$ cat config.mk
export PLATFORM = sky130hd
export DESIGN_NAME = sird_ctrl
export DESIGN_NICKNAME = d
export VERILOG_FILES = /design/src/logic/sird_pkg.sv /design/src/logic/sird_ctrl.sv /design/src/logic/sird_flag.sv /design/src/logic/sird_sync2.sv
export SDC_FILE = /design/constraint.sdc
export NUM_CORES = 1
export LEC_CHECK = 0
export BUFFER_PORTS_ARGS = -buffer_cell sky130_fd_sc_hd__buf_2
export CORE_ASPECT_RATIO = 1.25
export CORE_MARGIN = 10
export CORE_UTILIZATION = 39
export CTS_CLUSTER_SIZE = 16
export DETAILED_ROUTE_END_ITERATION = 10
export GPL_ROUTABILITY_DRIVEN = 0
export PLACE_DENSITY_LB_ADDON = 0.15
export SETUP_SLACK_MARGIN = 0.3
export SLEW_MARGIN = 20
export SYNTH_ARGS = -nofsm -noshare
export SYNTH_HDL_FRONTEND = slang
export SYNTH_SLANG_ARGS = --single-unit
$ cat constraint.sdc
create_clock -name i_clk -period 6.77 [get_ports i_clk]
set_input_delay 1.354 -clock i_clk [delete_from_list [all_inputs] [get_ports i_clk]]
set_output_delay 1.354 -clock i_clk [all_outputs]
set_load 0.005 [all_outputs]
$ cat src/logic/sird_pkg.sv
// package: register map, field positions, reset values and engine states of the serial flag/data block
package sird_pkg;
  // register offsets (byte addresses on the plain register port)
  localparam logic [7:0]  OFF_CTRL        = 8'h00;
  localparam logic [7:0]  OFF_IRQ_ENABLE  = 8'h04;
  localparam logic [7:0]  OFF_IRQ_FLAGS   = 8'h10;
  localparam logic [7:0]  OFF_FLAG_CLEAR  = 8'h14;
  localparam logic [7:0]  OFF_TX_RX_DATA  = 8'h18;

  // flag and enable bit positions; 7 to 0 shared by irq_enable, irq_flags and flag_clear, 8 and 9 in irq_flags only
  localparam int unsigned BIT_MODE_FAULT   = 7;
  localparam int unsigned BIT_SELECT_ERROR = 6;
  localparam int unsigned BIT_RX_OVERFLOW  = 5;
  localparam int unsigned BIT_TX_UNDERFLOW = 4;
  localparam int unsigned BIT_SELECT_RISE  = 3;
  localparam int unsigned BIT_SELECT_FALL  = 2;
  localparam int unsigned BIT_RX_NOT_EMPTY = 1;
  localparam int unsigned BIT_TX_EMPTY     = 0;
  localparam int unsigned BIT_BUSY         = 8;
  localparam int unsigned BIT_SELECT_LEVEL = 9;

  // control register fields
  localparam int unsigned CTRL_ENABLE_BIT = 0;
  localparam int unsigned CTRL_MASTER_BIT = 1;
  localparam int unsigned CTRL_WIDTH_LSB  = 4;
  localparam int unsigned CTRL_WIDTH_MSB  = 7;

  // reset values
  localparam logic [7:0]  IRQ_ENABLE_RST  = 8'h00;
  localparam logic [31:0] IRQ_FLAGS_RST   = 32'h0000_0001;
  localparam logic [31:0] FLAG_CLEAR_RD   = 32'h0000_00FF;
  localparam logic [15:0] DATA_RST        = 16'h0000;
  localparam logic [3:0]  WIDTH_RST       = 4'h7;
  localparam logic [3:0]  WIDTH_MIN       = 4'h3;
  localparam logic [3:0]  WIDTH_MAX       = 4'hF;

  typedef enum logic [1:0] {
    ST_IDLE  = 2'b01,
    ST_SHIFT = 2'b10
  } sird_state_t;
endpackage : sird_pkg

$ cat src/logic/sird_ctrl.sv
// serial peripheral flag, enable, clear and data registers with a slave shift engine
// Function
// irq_enable holds eight enable bits, mode fault at 7 down to tx empty at 0, 1 enabling each.
// irq_enable reads all zeros after reset so every source starts disabled.
// an interrupt is requested while any flag is set together with its enable bit.
// irq_flags resets to 0x1 and bit 0 reads 1 while the transmit buffer is empty; the code reads 0x201 after reset, bit 9 showing select high.
// irq_flags bit 9 shows the present level of the select input.
// irq_flags bit 8 reads 1 while a serial transfer keeps the bus busy.
// in master operation a low select input sets the mode fault flag at bit 7.
// in slave operation a select error sets bit 6.
// a receive buffer overflow sets bit 5.
// overflow is a frame completing while rx not empty is set, and the older frame is kept.
// in slave operation a transfer needing data software has not supplied sets bit 4.
// select rising edge sets bit 3 and falling edge sets bit 2, each sticky until cleared.
// bit 1 is set while received data waits and clears on a data read or a clear write of 0.
// flag_clear reads 0xFF, a 0 in bits 7 to 1 clears that flag, a 1 does nothing.
// a 0 written to flag_clear bit 0 empties transmit buffer and shift register, tx empty reads 1.
// tx_rx_data uses bits 15:0, a write queues a frame, a read returns the held received one, the older frame after an overflow.
// frame length is the width field plus one, 4 to 16 bits, and only those low bits shift.
//
// Local design decision: the strobed register port.
`timescale 1ns/10ps
module sird_ctrl (
  input  wire logic        i_clk,
  input  wire logic        i_reset_n,
  input  wire logic [7:0]  i_addr,
  input  wire logic [31:0] i_wdata,
  input  wire logic        i_wr,
  input  wire logic        i_rd,
  output logic      [31:0] o_rdata,
  input  wire logic        i_sck,
  input  wire logic        i_mosi,
  input  wire logic        i_select_n,
  output logic             o_miso,
  output logic             o_miso_oe,
  output logic             o_irq
);
  logic               rst_meta_reg;
  logic               rst_n_reg;
  logic               rst_n;
  logic [2:0]         pin_sync;
  logic               sck_s;
  logic               mosi_s;
  logic               sel_s;
  logic               sck_prev_reg;
  logic               sel_prev_reg;
  logic               sck_rise;
  logic               sck_fall;
  logic               sel_rise;
  logic               sel_fall;
  logic               enable_reg;
  logic               master_reg;
  logic [3:0]         width_reg;
  logic [3:0]         eff_width;
  logic [15:0]        frame_mask;
  logic [7:0]         irq_enable_reg;
  logic [15:0]        tx_data_reg;
  logic               tx_empty_reg;
  logic [15:0]        rx_data_reg;
  logic [15:0]        shift_in_reg;
  logic [15:0]        shift_out_reg;
  logic [15:0]        shift_out_next;
  logic [15:0]        rx_frame;
  logic [3:0]         bit_cnt_reg;
  logic               reload_reg;
  logic               miso_reg;
  logic               irq_reg;
  logic [31:0]        rdata_reg;
  logic [31:0]        rdata_next;
  sird_pkg::sird_state_t state_reg;
  logic               slave_on;
  logic               wr_ctrl;
  logic               wr_ien;
  logic               wr_clear;
  logic               wr_data;
  logic               rd_data;
  logic [7:0]         clr_vec;
  logic               flush;
  logic               load_now;
  logic               frame_done;
  logic               busy;
  logic [7:1]         set_vec;
  logic [7:1]         flag_q;
  logic [7:0]         flags;

  // reset enters asynchronously, is released through two flops
  always_ff @(posedge i_clk or negedge i_reset_n) begin
    if (!i_reset_n) begin
      rst_meta_reg <= 1'b0;
      rst_n_reg    <= 1'b0;
    end else begin
      rst_meta_reg <= 1'b1;
      rst_n_reg    <= rst_meta_reg;
    end
  end
  assign rst_n = rst_n_reg;

  // select idles high, so its synchroniser resets high to avoid a false edge
  sird_sync2 #(.W(3), .RST(3'b001)) u_pin_sync (
    .i_clk   (i_clk),
    .i_rst_n (rst_n),
    .i_async ({i_sck, i_mosi, i_select_n}),
    .o_sync  (pin_sync)
  );
  assign sck_s  = pin_sync[2];
  assign mosi_s = pin_sync[1];
  assign sel_s  = pin_sync[0];

  always_ff @(posedge i_clk or negedge rst_n) begin
    if (!rst_n) begin
      sck_prev_reg <= 1'b0;
      sel_prev_reg <= 1'b1;
    end else begin
      sck_prev_reg <= sck_s;
      sel_prev_reg <= sel_s;
    end
  end
  assign sck_rise = sck_s & ~sck_prev_reg;
  assign sck_fall = ~sck_s & sck_prev_reg;
  assign sel_rise = sel_s & ~sel_prev_reg;
  assign sel_fall = ~sel_s & sel_prev_reg;

  // register port decode
  assign wr_ctrl  = i_wr && (i_addr == sird_pkg::OFF_CTRL);
  assign wr_ien   = i_wr && (i_addr == sird_pkg::OFF_IRQ_ENABLE);
  assign wr_clear = i_wr && (i_addr == sird_pkg::OFF_FLAG_CLEAR);
  assign wr_data  = i_wr && (i_addr == sird_pkg::OFF_TX_RX_DATA);
  assign rd_data  = i_rd && (i_addr == sird_pkg::OFF_TX_RX_DATA);
  assign clr_vec  = wr_clear ? ~i_wdata[7:0] : 8'h00;
  assign flush    = clr_vec[sird_pkg::BIT_TX_EMPTY];

  always_ff @(posedge i_clk or negedge rst_n) begin
    if (!rst_n) begin
      enable_reg <= 1'b0;
      master_reg <= 1'b0;
      width_reg  <= sird_pkg::WIDTH_RST;
    end else if (wr_ctrl) begin
      enable_reg <= i_wdata[sird_pkg::CTRL_ENABLE_BIT];
      master_reg <= i_wdata[sird_pkg::CTRL_MASTER_BIT];
      width_reg  <= i_wdata[sird_pkg::CTRL_WIDTH_MSB:sird_pkg::CTRL_WIDTH_LSB];
    end
  end

  always_ff @(posedge i_clk or negedge rst_n) begin
    if (!rst_n) begin
      irq_enable_reg <= sird_pkg::IRQ_ENABLE_RST;
    end else if (wr_ien) begin
      irq_enable_reg <= i_wdata[7:0];
    end
  end

  // widths below four bits are not legal frames; they run as four
  assign eff_width  = (width_reg < sird_pkg::WIDTH_MIN) ? sird_pkg::WIDTH_MIN : width_reg;
  assign frame_mask = 16'hFFFF >> (sird_pkg::WIDTH_MAX - eff_width);
  assign rx_frame   = {shift_in_reg[14:0], mosi_s} & frame_mask;

  assign slave_on   = enable_reg & ~master_reg;
  assign load_now   = slave_on && (((state_reg == sird_pkg::ST_IDLE) && !sel_s)
                      || ((state_reg == sird_pkg::ST_SHIFT) && !sel_s && sck_fall && reload_reg));
  assign frame_done = (state_reg == sird_pkg::ST_SHIFT) && slave_on && !sel_s && sck_rise
                      && (bit_cnt_reg == eff_width);
  assign busy       = (state_reg == sird_pkg::ST_SHIFT);
  assign shift_out_next = shift_out_reg << 1;

  // slave engine: mode 0, most significant bit first
  always_ff @(posedge i_clk or negedge rst_n) begin
    if (!rst_n) begin
      state_reg     <= sird_pkg::ST_IDLE;
      bit_cnt_reg   <= 4'h0;
      reload_reg    <= 1'b0;
      shift_in_reg  <= sird_pkg::DATA_RST;
      shift_out_reg <= sird_pkg::DATA_RST;
      miso_reg      <= 1'b0;
    end else if (flush) begin
      shift_out_reg <= sird_pkg::DATA_RST;
      miso_reg      <= 1'b0;
    end else begin
      unique case (state_reg)
        sird_pkg::ST_IDLE: begin
          if (load_now) begin
            state_reg     <= sird_pkg::ST_SHIFT;
            bit_cnt_reg   <= 4'h0;
            reload_reg    <= 1'b0;
            shift_out_reg <= tx_empty_reg ? sird_pkg::DATA_RST : tx_data_reg;
            miso_reg      <= tx_empty_reg ? 1'b0 : tx_data_reg[eff_width];
          end
        end
        sird_pkg::ST_SHIFT: begin
          if (sel_s || !slave_on) begin
            state_reg <= sird_pkg::ST_IDLE;
          end else if (sck_rise) begin
            shift_in_reg <= {shift_in_reg[14:0], mosi_s};
            bit_cnt_reg  <= frame_done ? 4'h0 : bit_cnt_reg + 4'h1;
            reload_reg   <= frame_done;
          end else if (load_now) begin
            reload_reg    <= 1'b0;
            shift_out_reg <= tx_empty_reg ? sird_pkg::DATA_RST : tx_data_reg;
            miso_reg      <= tx_empty_reg ? 1'b0 : tx_data_reg[eff_width];
          end else if (sck_fall) begin
            shift_out_reg <= shift_out_next;
            miso_reg      <= shift_out_next[eff_width];
          end
        end
      endcase
    end
  end

  // transmit buffer: a write fills it, a load into the shifter or a flush empties it
  always_ff @(posedge i_clk or negedge rst_n) begin
    if (!rst_n) begin
      tx_data_reg  <= sird_pkg::DATA_RST;
      tx_empty_reg <= sird_pkg::IRQ_FLAGS_RST[sird_pkg::BIT_TX_EMPTY];
    end else if (flush) begin
      tx_empty_reg <= 1'b1;
    end else if (wr_data) begin
      tx_data_reg  <= i_wdata[15:0];
      tx_empty_reg <= 1'b0;
    end else if (load_now) begin
      tx_empty_reg <= 1'b1;
    end
  end

  // the held frame is never overwritten while rx not empty is set; the newcomer is dropped
  always_ff @(posedge i_clk or negedge rst_n) begin
    if (!rst_n) begin
      rx_data_reg <= sird_pkg::DATA_RST;
    end else if (frame_done && !flag_q[sird_pkg::BIT_RX_NOT_EMPTY]) begin
      rx_data_reg <= rx_frame;
    end
  end

  assign set_vec[sird_pkg::BIT_MODE_FAULT]   = enable_reg & master_reg & ~sel_s;
  assign set_vec[sird_pkg::BIT_SELECT_ERROR] = slave_on && busy && sel_rise && (bit_cnt_reg != 4'h0);
  assign set_vec[sird_pkg::BIT_RX_OVERFLOW]  = frame_done & flag_q[sird_pkg::BIT_RX_NOT_EMPTY];
  assign set_vec[sird_pkg::BIT_TX_UNDERFLOW] = load_now & tx_empty_reg;
  assign set_vec[sird_pkg::BIT_SELECT_RISE]  = sel_rise;
  assign set_vec[sird_pkg::BIT_SELECT_FALL]  = sel_fall;
  assign set_vec[sird_pkg::BIT_RX_NOT_EMPTY] = frame_done & ~flag_q[sird_pkg::BIT_RX_NOT_EMPTY];

  for (genvar g = 1; g < 8; g++) begin : g_flag
    sird_flag u_flag (
      .i_clk   (i_clk),
      .i_rst_n (rst_n),
      .i_set   (set_vec[g]),
      .i_clear (clr_vec[g] | ((g == sird_pkg::BIT_RX_NOT_EMPTY) && rd_data)),
      .o_flag  (flag_q[g])
    );
  end
  assign flags = {flag_q, tx_empty_reg};

  always_ff @(posedge i_clk or negedge rst_n) begin
    if (!rst_n) begin
      irq_reg <= 1'b0;
    end else begin
      irq_reg <= |(flags & irq_enable_reg);
    end
  end

  always_comb begin
    rdata_next = 32'h0000_0000;
    if (i_rd) begin
      unique case (i_addr)
        sird_pkg::OFF_CTRL:       rdata_next = {24'h00_0000, width_reg, 2'b00, master_reg, enable_reg};
        sird_pkg::OFF_IRQ_ENABLE: rdata_next = {24'h00_0000, irq_enable_reg};
        sird_pkg::OFF_IRQ_FLAGS:  rdata_next = {22'h00_0000, sel_s, busy, flags};
        sird_pkg::OFF_FLAG_CLEAR: rdata_next = sird_pkg::FLAG_CLEAR_RD;
        sird_pkg::OFF_TX_RX_DATA: rdata_next = {16'h0000, rx_data_reg};
        default:                  rdata_next = 32'h0000_0000;
      endcase
    end
  end

  always_ff @(posedge i_clk or negedge rst_n) begin
    if (!rst_n) begin
      rdata_reg <= 32'h0000_0000;
    end else begin
      rdata_reg <= rdata_next;
    end
  end

  assign o_rdata   = rdata_reg;
  assign o_miso    = miso_reg;
  assign o_miso_oe = slave_on & busy;
  assign o_irq     = irq_reg;
endmodule : sird_ctrl

$ cat src/logic/sird_flag.sv
// one sticky status flag: hardware set wins over a software clear in the same cycle
`timescale 1ns/10ps
module sird_flag (
  input  wire logic i_clk,
  input  wire logic i_rst_n,
  input  wire logic i_set,
  input  wire logic i_clear,
  output logic      o_flag
);
  logic flag_reg;

  always_ff @(posedge i_clk or negedge i_rst_n) begin
    if (!i_rst_n) begin
      flag_reg <= 1'b0;
    end else if (i_set) begin
      flag_reg <= 1'b1;
    end else if (i_clear) begin
      flag_reg <= 1'b0;
    end
  end

  assign o_flag = flag_reg;
endmodule : sird_flag

$ cat src/logic/sird_sync2.sv
// two-flop synchroniser for pins arriving from outside the clock domain
`timescale 1ns/10ps
module sird_sync2 #(
  parameter int unsigned   W   = 1,
  parameter logic [W-1:0]  RST = '0
) (
  input  wire logic         i_clk,
  input  wire logic         i_rst_n,
  input  wire logic [W-1:0] i_async,
  output logic      [W-1:0] o_sync
);
  logic [W-1:0] meta_reg;
  logic [W-1:0] sync_reg;

  always_ff @(posedge i_clk or negedge i_rst_n) begin
    if (!i_rst_n) begin
      meta_reg <= RST;
      sync_reg <= RST;
    end else begin
      meta_reg <= i_async;
      sync_reg <= meta_reg;
    end
  end

  assign o_sync = sync_reg;
endmodule : sird_sync2
-- Word level (Yosys, flattened, before mapping)
Index checks and enable logic that the tools add are counted.
- output and inout port bits: 35
- input bits: 47
- bits in registers: 135
- logic and storage cells: 163
- shifts and indexed selects: 1
- bitwise operators: 23
- magnitude comparators: 2
- add/sub/neg operators: 2
- mux-type cells: 53
- reduce and logical (&&, ||, !) cells: 39
- equal/unequal tests: 15
- operator list (cell ; number):
    15-bit two-way mux ; 7
    16-bit case mux with 5 select lines ; 1
    32-bit two-way mux ; 1
    15-bit case mux with 2 select lines ; 1
    1-bit two-way mux ; 29
    8-bit by 5-bit == test with 1-bit output, second input constant ; 3
    4-bit two-way mux ; 5
    1-bit logical AND ; 17
    16-bit bitwise AND ; 1
    16-bit by 4-bit >> shifter with 16-bit output, first input constant ; 1
    2-bit nonzero test ; 7
    4-bit AND reduction ; 3
    1-bit bitwise AND ; 11
    3-bit inequality test, second input constant ; 3
    8-bit bitwise AND ; 1
    1-bit binary-select mux with 4-bit select ; 2
    8-bit by 3-bit == test with 1-bit output, second input constant ; 1
    8-bit zero test ; 1
    8-bit two-way mux ; 1
    1-bit inverter ; 8
    8-bit inverter ; 1
    4-bit case mux with 2 select lines ; 1
    8-bit OR reduction ; 1
    2-bit inequality test, second input constant ; 3
    other kinds (19) ; 25

-- Logic depth before layout (Yosys ltp)
- depth after elaboration: 11
- mapped depth: 7
- mapped depth without buffers: 5

-- Cells and area by module
Synthesis repeated with hierarchy kept, for this count alone.
- cells, all modules: 499
- area total of the unflattened synthesis: 5683.0 µm²
- modules (own cells, without submodules) (module ; area each (µm²) ; seq. area each (µm²) ; instances ; cells an instance):
    sird_ctrl ; 5276.3 ; 2660.1 ; 1 ; 472
    sird_flag ; 36.3 ; 25.0 ; 7 ; 3
    sird_sync2 ; 152.6 ; 152.6 ; 1 ; 6

-- Worst setup path after synthesis
Ideal clock, no wire load.
- path type: input to register
- start: input port i_addr[1]
- end: register enable_reg
- setup slack: 3.592 ns
- setup time: 0.125 ns
- buffers on the path: 1
- data required time: 6.645 ns
- stages: 5
- data arrival time: 3.053 ns
- path through: or4_4 -> or3_4 -> or3_1 -> buf_6 -> mux2_4
- word-level cells in the longest chain between the ends: 2
- ends and longest elaborated chain (item ; RTL line ; text):
    from (decl) ; sird_ctrl.sv:26 ; input wire logic [7:0] i_addr,
    8-bit zero test ; sird_ctrl.sv:124 ; assign wr_ctrl = i_wr && (i_addr == sird_pkg::OFF_CTRL);
    1-bit logical AND ; sird_ctrl.sv:124 ;
    to (signal assigned) ; sird_ctrl.sv:138 ; enable_reg <= i_wdata[sird_pkg::CTRL_ENABLE_BIT];
    to (decl) ; sird_ctrl.sv:51 ; logic enable_reg;
No other way between the ends.
A chain may end at the register's enable or synchronous reset.

-- Final worst setup path
- start: input port i_addr[4]
- end: register tx_data_reg[11]
- word-level cells in the longest chain between the ends: 5
- elaborated cells between the ends (all ways): 7
- those cells by class: eq/ne: 2; mux: 1; bitwise: 1; reduce/logical: 3
- ends and longest elaborated chain (item ; RTL line ; text):
    8-bit by 5-bit == test with 1-bit output ; sird_ctrl.sv:126 ; assign wr_clear = i_wr && (i_addr == sird_pkg::OFF_FLAG_CLEAR);
    1-bit logical AND ; sird_ctrl.sv:126 ;
    8-bit two-way mux ; sird_ctrl.sv:129 ; assign clr_vec = wr_clear ? ~i_wdata[7:0] : 8'h00;
    1-bit inverter (no line) ; - ;
    2-bit AND reduction (no line) (*) ; - ;
    to (signal assigned) ; sird_ctrl.sv:211 ; tx_data_reg <= sird_pkg::DATA_RST;
    to (signal assigned) ; sird_ctrl.sv:216 ; tx_data_reg <= i_wdata[15:0];
    to (decl) ; sird_ctrl.sv:57 ; logic [15:0] tx_data_reg;
Every way passes the cells marked *; elsewhere a longest branch is shown, timed or not.

==> flow_summary.ini <==
[outcome]
status = complete, no violations

[placement]
dp_hpwl_microns = 9390
io_buffers = 49

[final_layout]
seq_area_sq_um = 2990
multi_input_area_sq_um = 2490
fillers = 1335
syn2layout_area_growth_pct = 15.8
drive_above_1_share_pct = 31.8
num-nets-final = 586
diodes = 0

[critical_path]
crit_slowest_cell = nand3_1
cp_cell_sequence = buf_2, nand2_1, nor2_1, nand3_1, mux2_2
worst_path_largest_cell_delay_ps = 820
worstSetupPathType = input port to flip-flop
critPathRequiredTime_ps = 7060
setup.worst_path.end_class = flip-flop
cp-start-kind = input port
cp.arrival_ps = 3630
crit_fanout = 17

[sta]
setup_tns_ps = 0
slew-limit-headroom_pct = 35.4
fin_crit_ps = 3340
period_share_pct = 49.3
drv_slew = 0
hold_viol = 0
grt_setup_unrepaired = false
finClkSkew_ps = 10.0
finalSetupViolCount = 0
worst_pin_slew_ps = 966
fmax_mhz = 300

[synth]
ys.flop_type = dfrtp_1
ys_ff_latch = 119
syn_area_sq_um = 5740
yosysUniqueCellTypes = 66
syn_inst = 494
ys_seq_area_share_pct = 52.1
yosys_warnings = 0
async_flop_share_pct = 100
synth_edf_count = 0
avgSynthCellArea_sq_um = 11.6

[cts]
clk_pin_slew_ps = 60
clock_sinks = 119
cts_setup_buffers = 0
cts_hold_buf = 0
cts_max_level = 4
cts_tree = done
cts_buffers = 17
clk_latency_ps = 420
cts_buffer_depth = 2
cts_resized = 0
cts_root_buf = clkbuf_16

[die]
rows = 49
ios = 82
die_h_microns = 156
die_w_microns = 128
core_sq_um = 14400
start_util_pct = 39.8
die_area_sq_um = 20000

[global_route]
top_usage_layer = met2
met1_usage_pct = 17.0
met3_usage_pct = 3.71
grtUsageMet2_pct = 24.3
grtUsageTotal_pct = 14.4
antenna_found_initial = 0
grt-ovfl-total = 0
first_global_vias = 4217
grt_pass1_wl_microns = 22700
grt_max_degree = 69

[drt]
drc = 0
finalWirelength_microns = 13600
drtPass1Iterations = 4
antenna_left = 0
avgRoutedWirePerCell_microns = 18.6
routed_via_density = 5.29
vias = 3852
first_iter_violations = 196

[run]
drv_cap = 0

[min_path]
hold_path.class = flip-flop to flip-flop

[power_and_ir_drop]
leakage_nw = 3.15
power_density_nw_per_um2 = 326
power_w = 0.00217
max-vdd-ir-drop_mv = 0.170
## report_power, final
group | leakage, nW | internal [W] | switching, W | total (W)
Clock | 0.290 | 0.000561 | 0.000352 | 0.000912
Sequential | 1.53 | 0.000791 | 0.0000849 | 0.000876
Combinational | 1.34 | 0.000170 | 0.000207 | 0.000378
## worst max-delay path, delay by kind of cell
kind	cells	cell delay, ps
simple gates	3	1430
mux	1	550
buf+inv	1	280
## worst paths after layout
path,start,end,slack [ps],depth (start not counted)
setup / recovery,i_addr[4],tx_data_reg[11]$_DFFE_PN0P_,3430,5
hold / removal,u_pin_sync.meta_reg[1]$_DFF_PN0_,u_pin_sync.o_sync[1]$_DFF_PN0_,350,0
setup reg to reg,width_reg[2]$_DFFE_PN1P_,rx_data_reg[9]$_DFFE_PN0P_,4220,6
hold reg to reg,u_pin_sync.meta_reg[1]$_DFF_PN0_,u_pin_sync.o_sync[1]$_DFF_PN0_,350,0
max in group asynchronous,rst_n$_DFF_PN0_,tx_data_reg[12]$_DFFE_PN0P_,5080,1
min in group asynchronous,rst_n$_DFF_PN0_,o_rdata[0]$_DFF_PN0_,360,0
## cell type report
type,instances,share of cell area [%]
clock buffers,18,6.61
clock inverters,14,2.49
inverters,10,0.565
multi-input cells,334,37.5
flip-flops and latches,119,45.0
well taps,178,3.35
repair buffers,55,4.43
## synthesized netlist by cell type (2+ instances only)
library cell  instances  area share [%]
mux4_2                3             1.2
a211o_1               2            0.31
nand4_1               2            0.22
conb_1                2            0.13
or2_2                 2            0.22
nor3_1                3            0.26
and3_1                2            0.22
a21oi_1              17             1.5
buf_2                 4            0.35
nand3_1               5            0.44
buf_6                 2            0.39
inv_1                10            0.65
xnor2_1               2            0.31
a22oi_1               4            0.52
nand2_1              21             1.4
o21a_1                3            0.39
nand3b_1              2            0.26
ha_1                  2            0.44
buf_4                24             3.1
nor2b_1              21             2.3
a211oi_1             15             2.0
o211ai_1              3            0.39
nor4_4                2            0.74
dfstp_2               8             3.7
nor4b_1               2            0.31
o31a_1                2            0.31
a31oi_1               2            0.22
nor2_1               43             2.8
nor3b_1               2            0.26
mux2i_1              23             4.0
o22ai_1               9            0.98
and2_1                5            0.55
o221ai_1              2            0.31
mux2_2               58              11
nand2b_1              5            0.55
o21ai_0              21             1.8
dfrtp_1             111              48
mux2_4                6             1.6
clkbuf_1             15            0.98
## placed cells by master, fill, tap and decap left out, types with 6 or more instances in the layout
cell type,synthesis,routed
buf_2,4,49
o22ai_1,9,9
clkbuf_16,0,17
conb_1,2,17
mux2_2,58,58
inv_1,10,10
nor2_1,43,43
nand2_1,21,21
a211oi_1,15,15
o21ai_0,21,21
a21oi_1,17,16
nor2b_1,21,21
dfstp_2,8,8
mux2i_1,23,23
dfrtp_1,111,110
mux2_4,6,6
## per-layer routing
layer  vias to the layer above  share of wire (%)
met5                         -                  0
met4                         0                1.4
met3                        15                3.6
met2                        67                 52
met1                      1948                 43
li1                       1822                  -
## kinds of logic (layout without fill, tap and decap cells)
| family | count (synthesis) | count (layout) | share of synthesized area [%] |
|---|---|---|---|
| xor+xnor | 3 | 3 | 0.458 |
| buf+inv | 56 | 97 | 5.61 |
| other cells | 2 | 17 | 0.131 |
| mux | 91 | 91 | 18.3 |
| compound gates | 94 | 94 | 10.8 |
| fa+ha+maj | 2 | 2 | 0.436 |
| simple gates | 127 | 127 | 12.1 |
| flops | 119 | 119 | 52.1 |
## metrics by stage
step                      setup WS, ps  area, sq um  instances  util (%)  hold WS (ps)
final                             3430         6640        728      46.1           349
after global routing              3200         6640        728      46.1           361
after global placement            3020         6020        695      41.8           333
after detailed placement          2950         6020        695      41.8           339
after floorplan                   3220         5790        509         -           331
after CTS                         3390         6630        727      46.0           356
(Power assumes the default switching activity.)
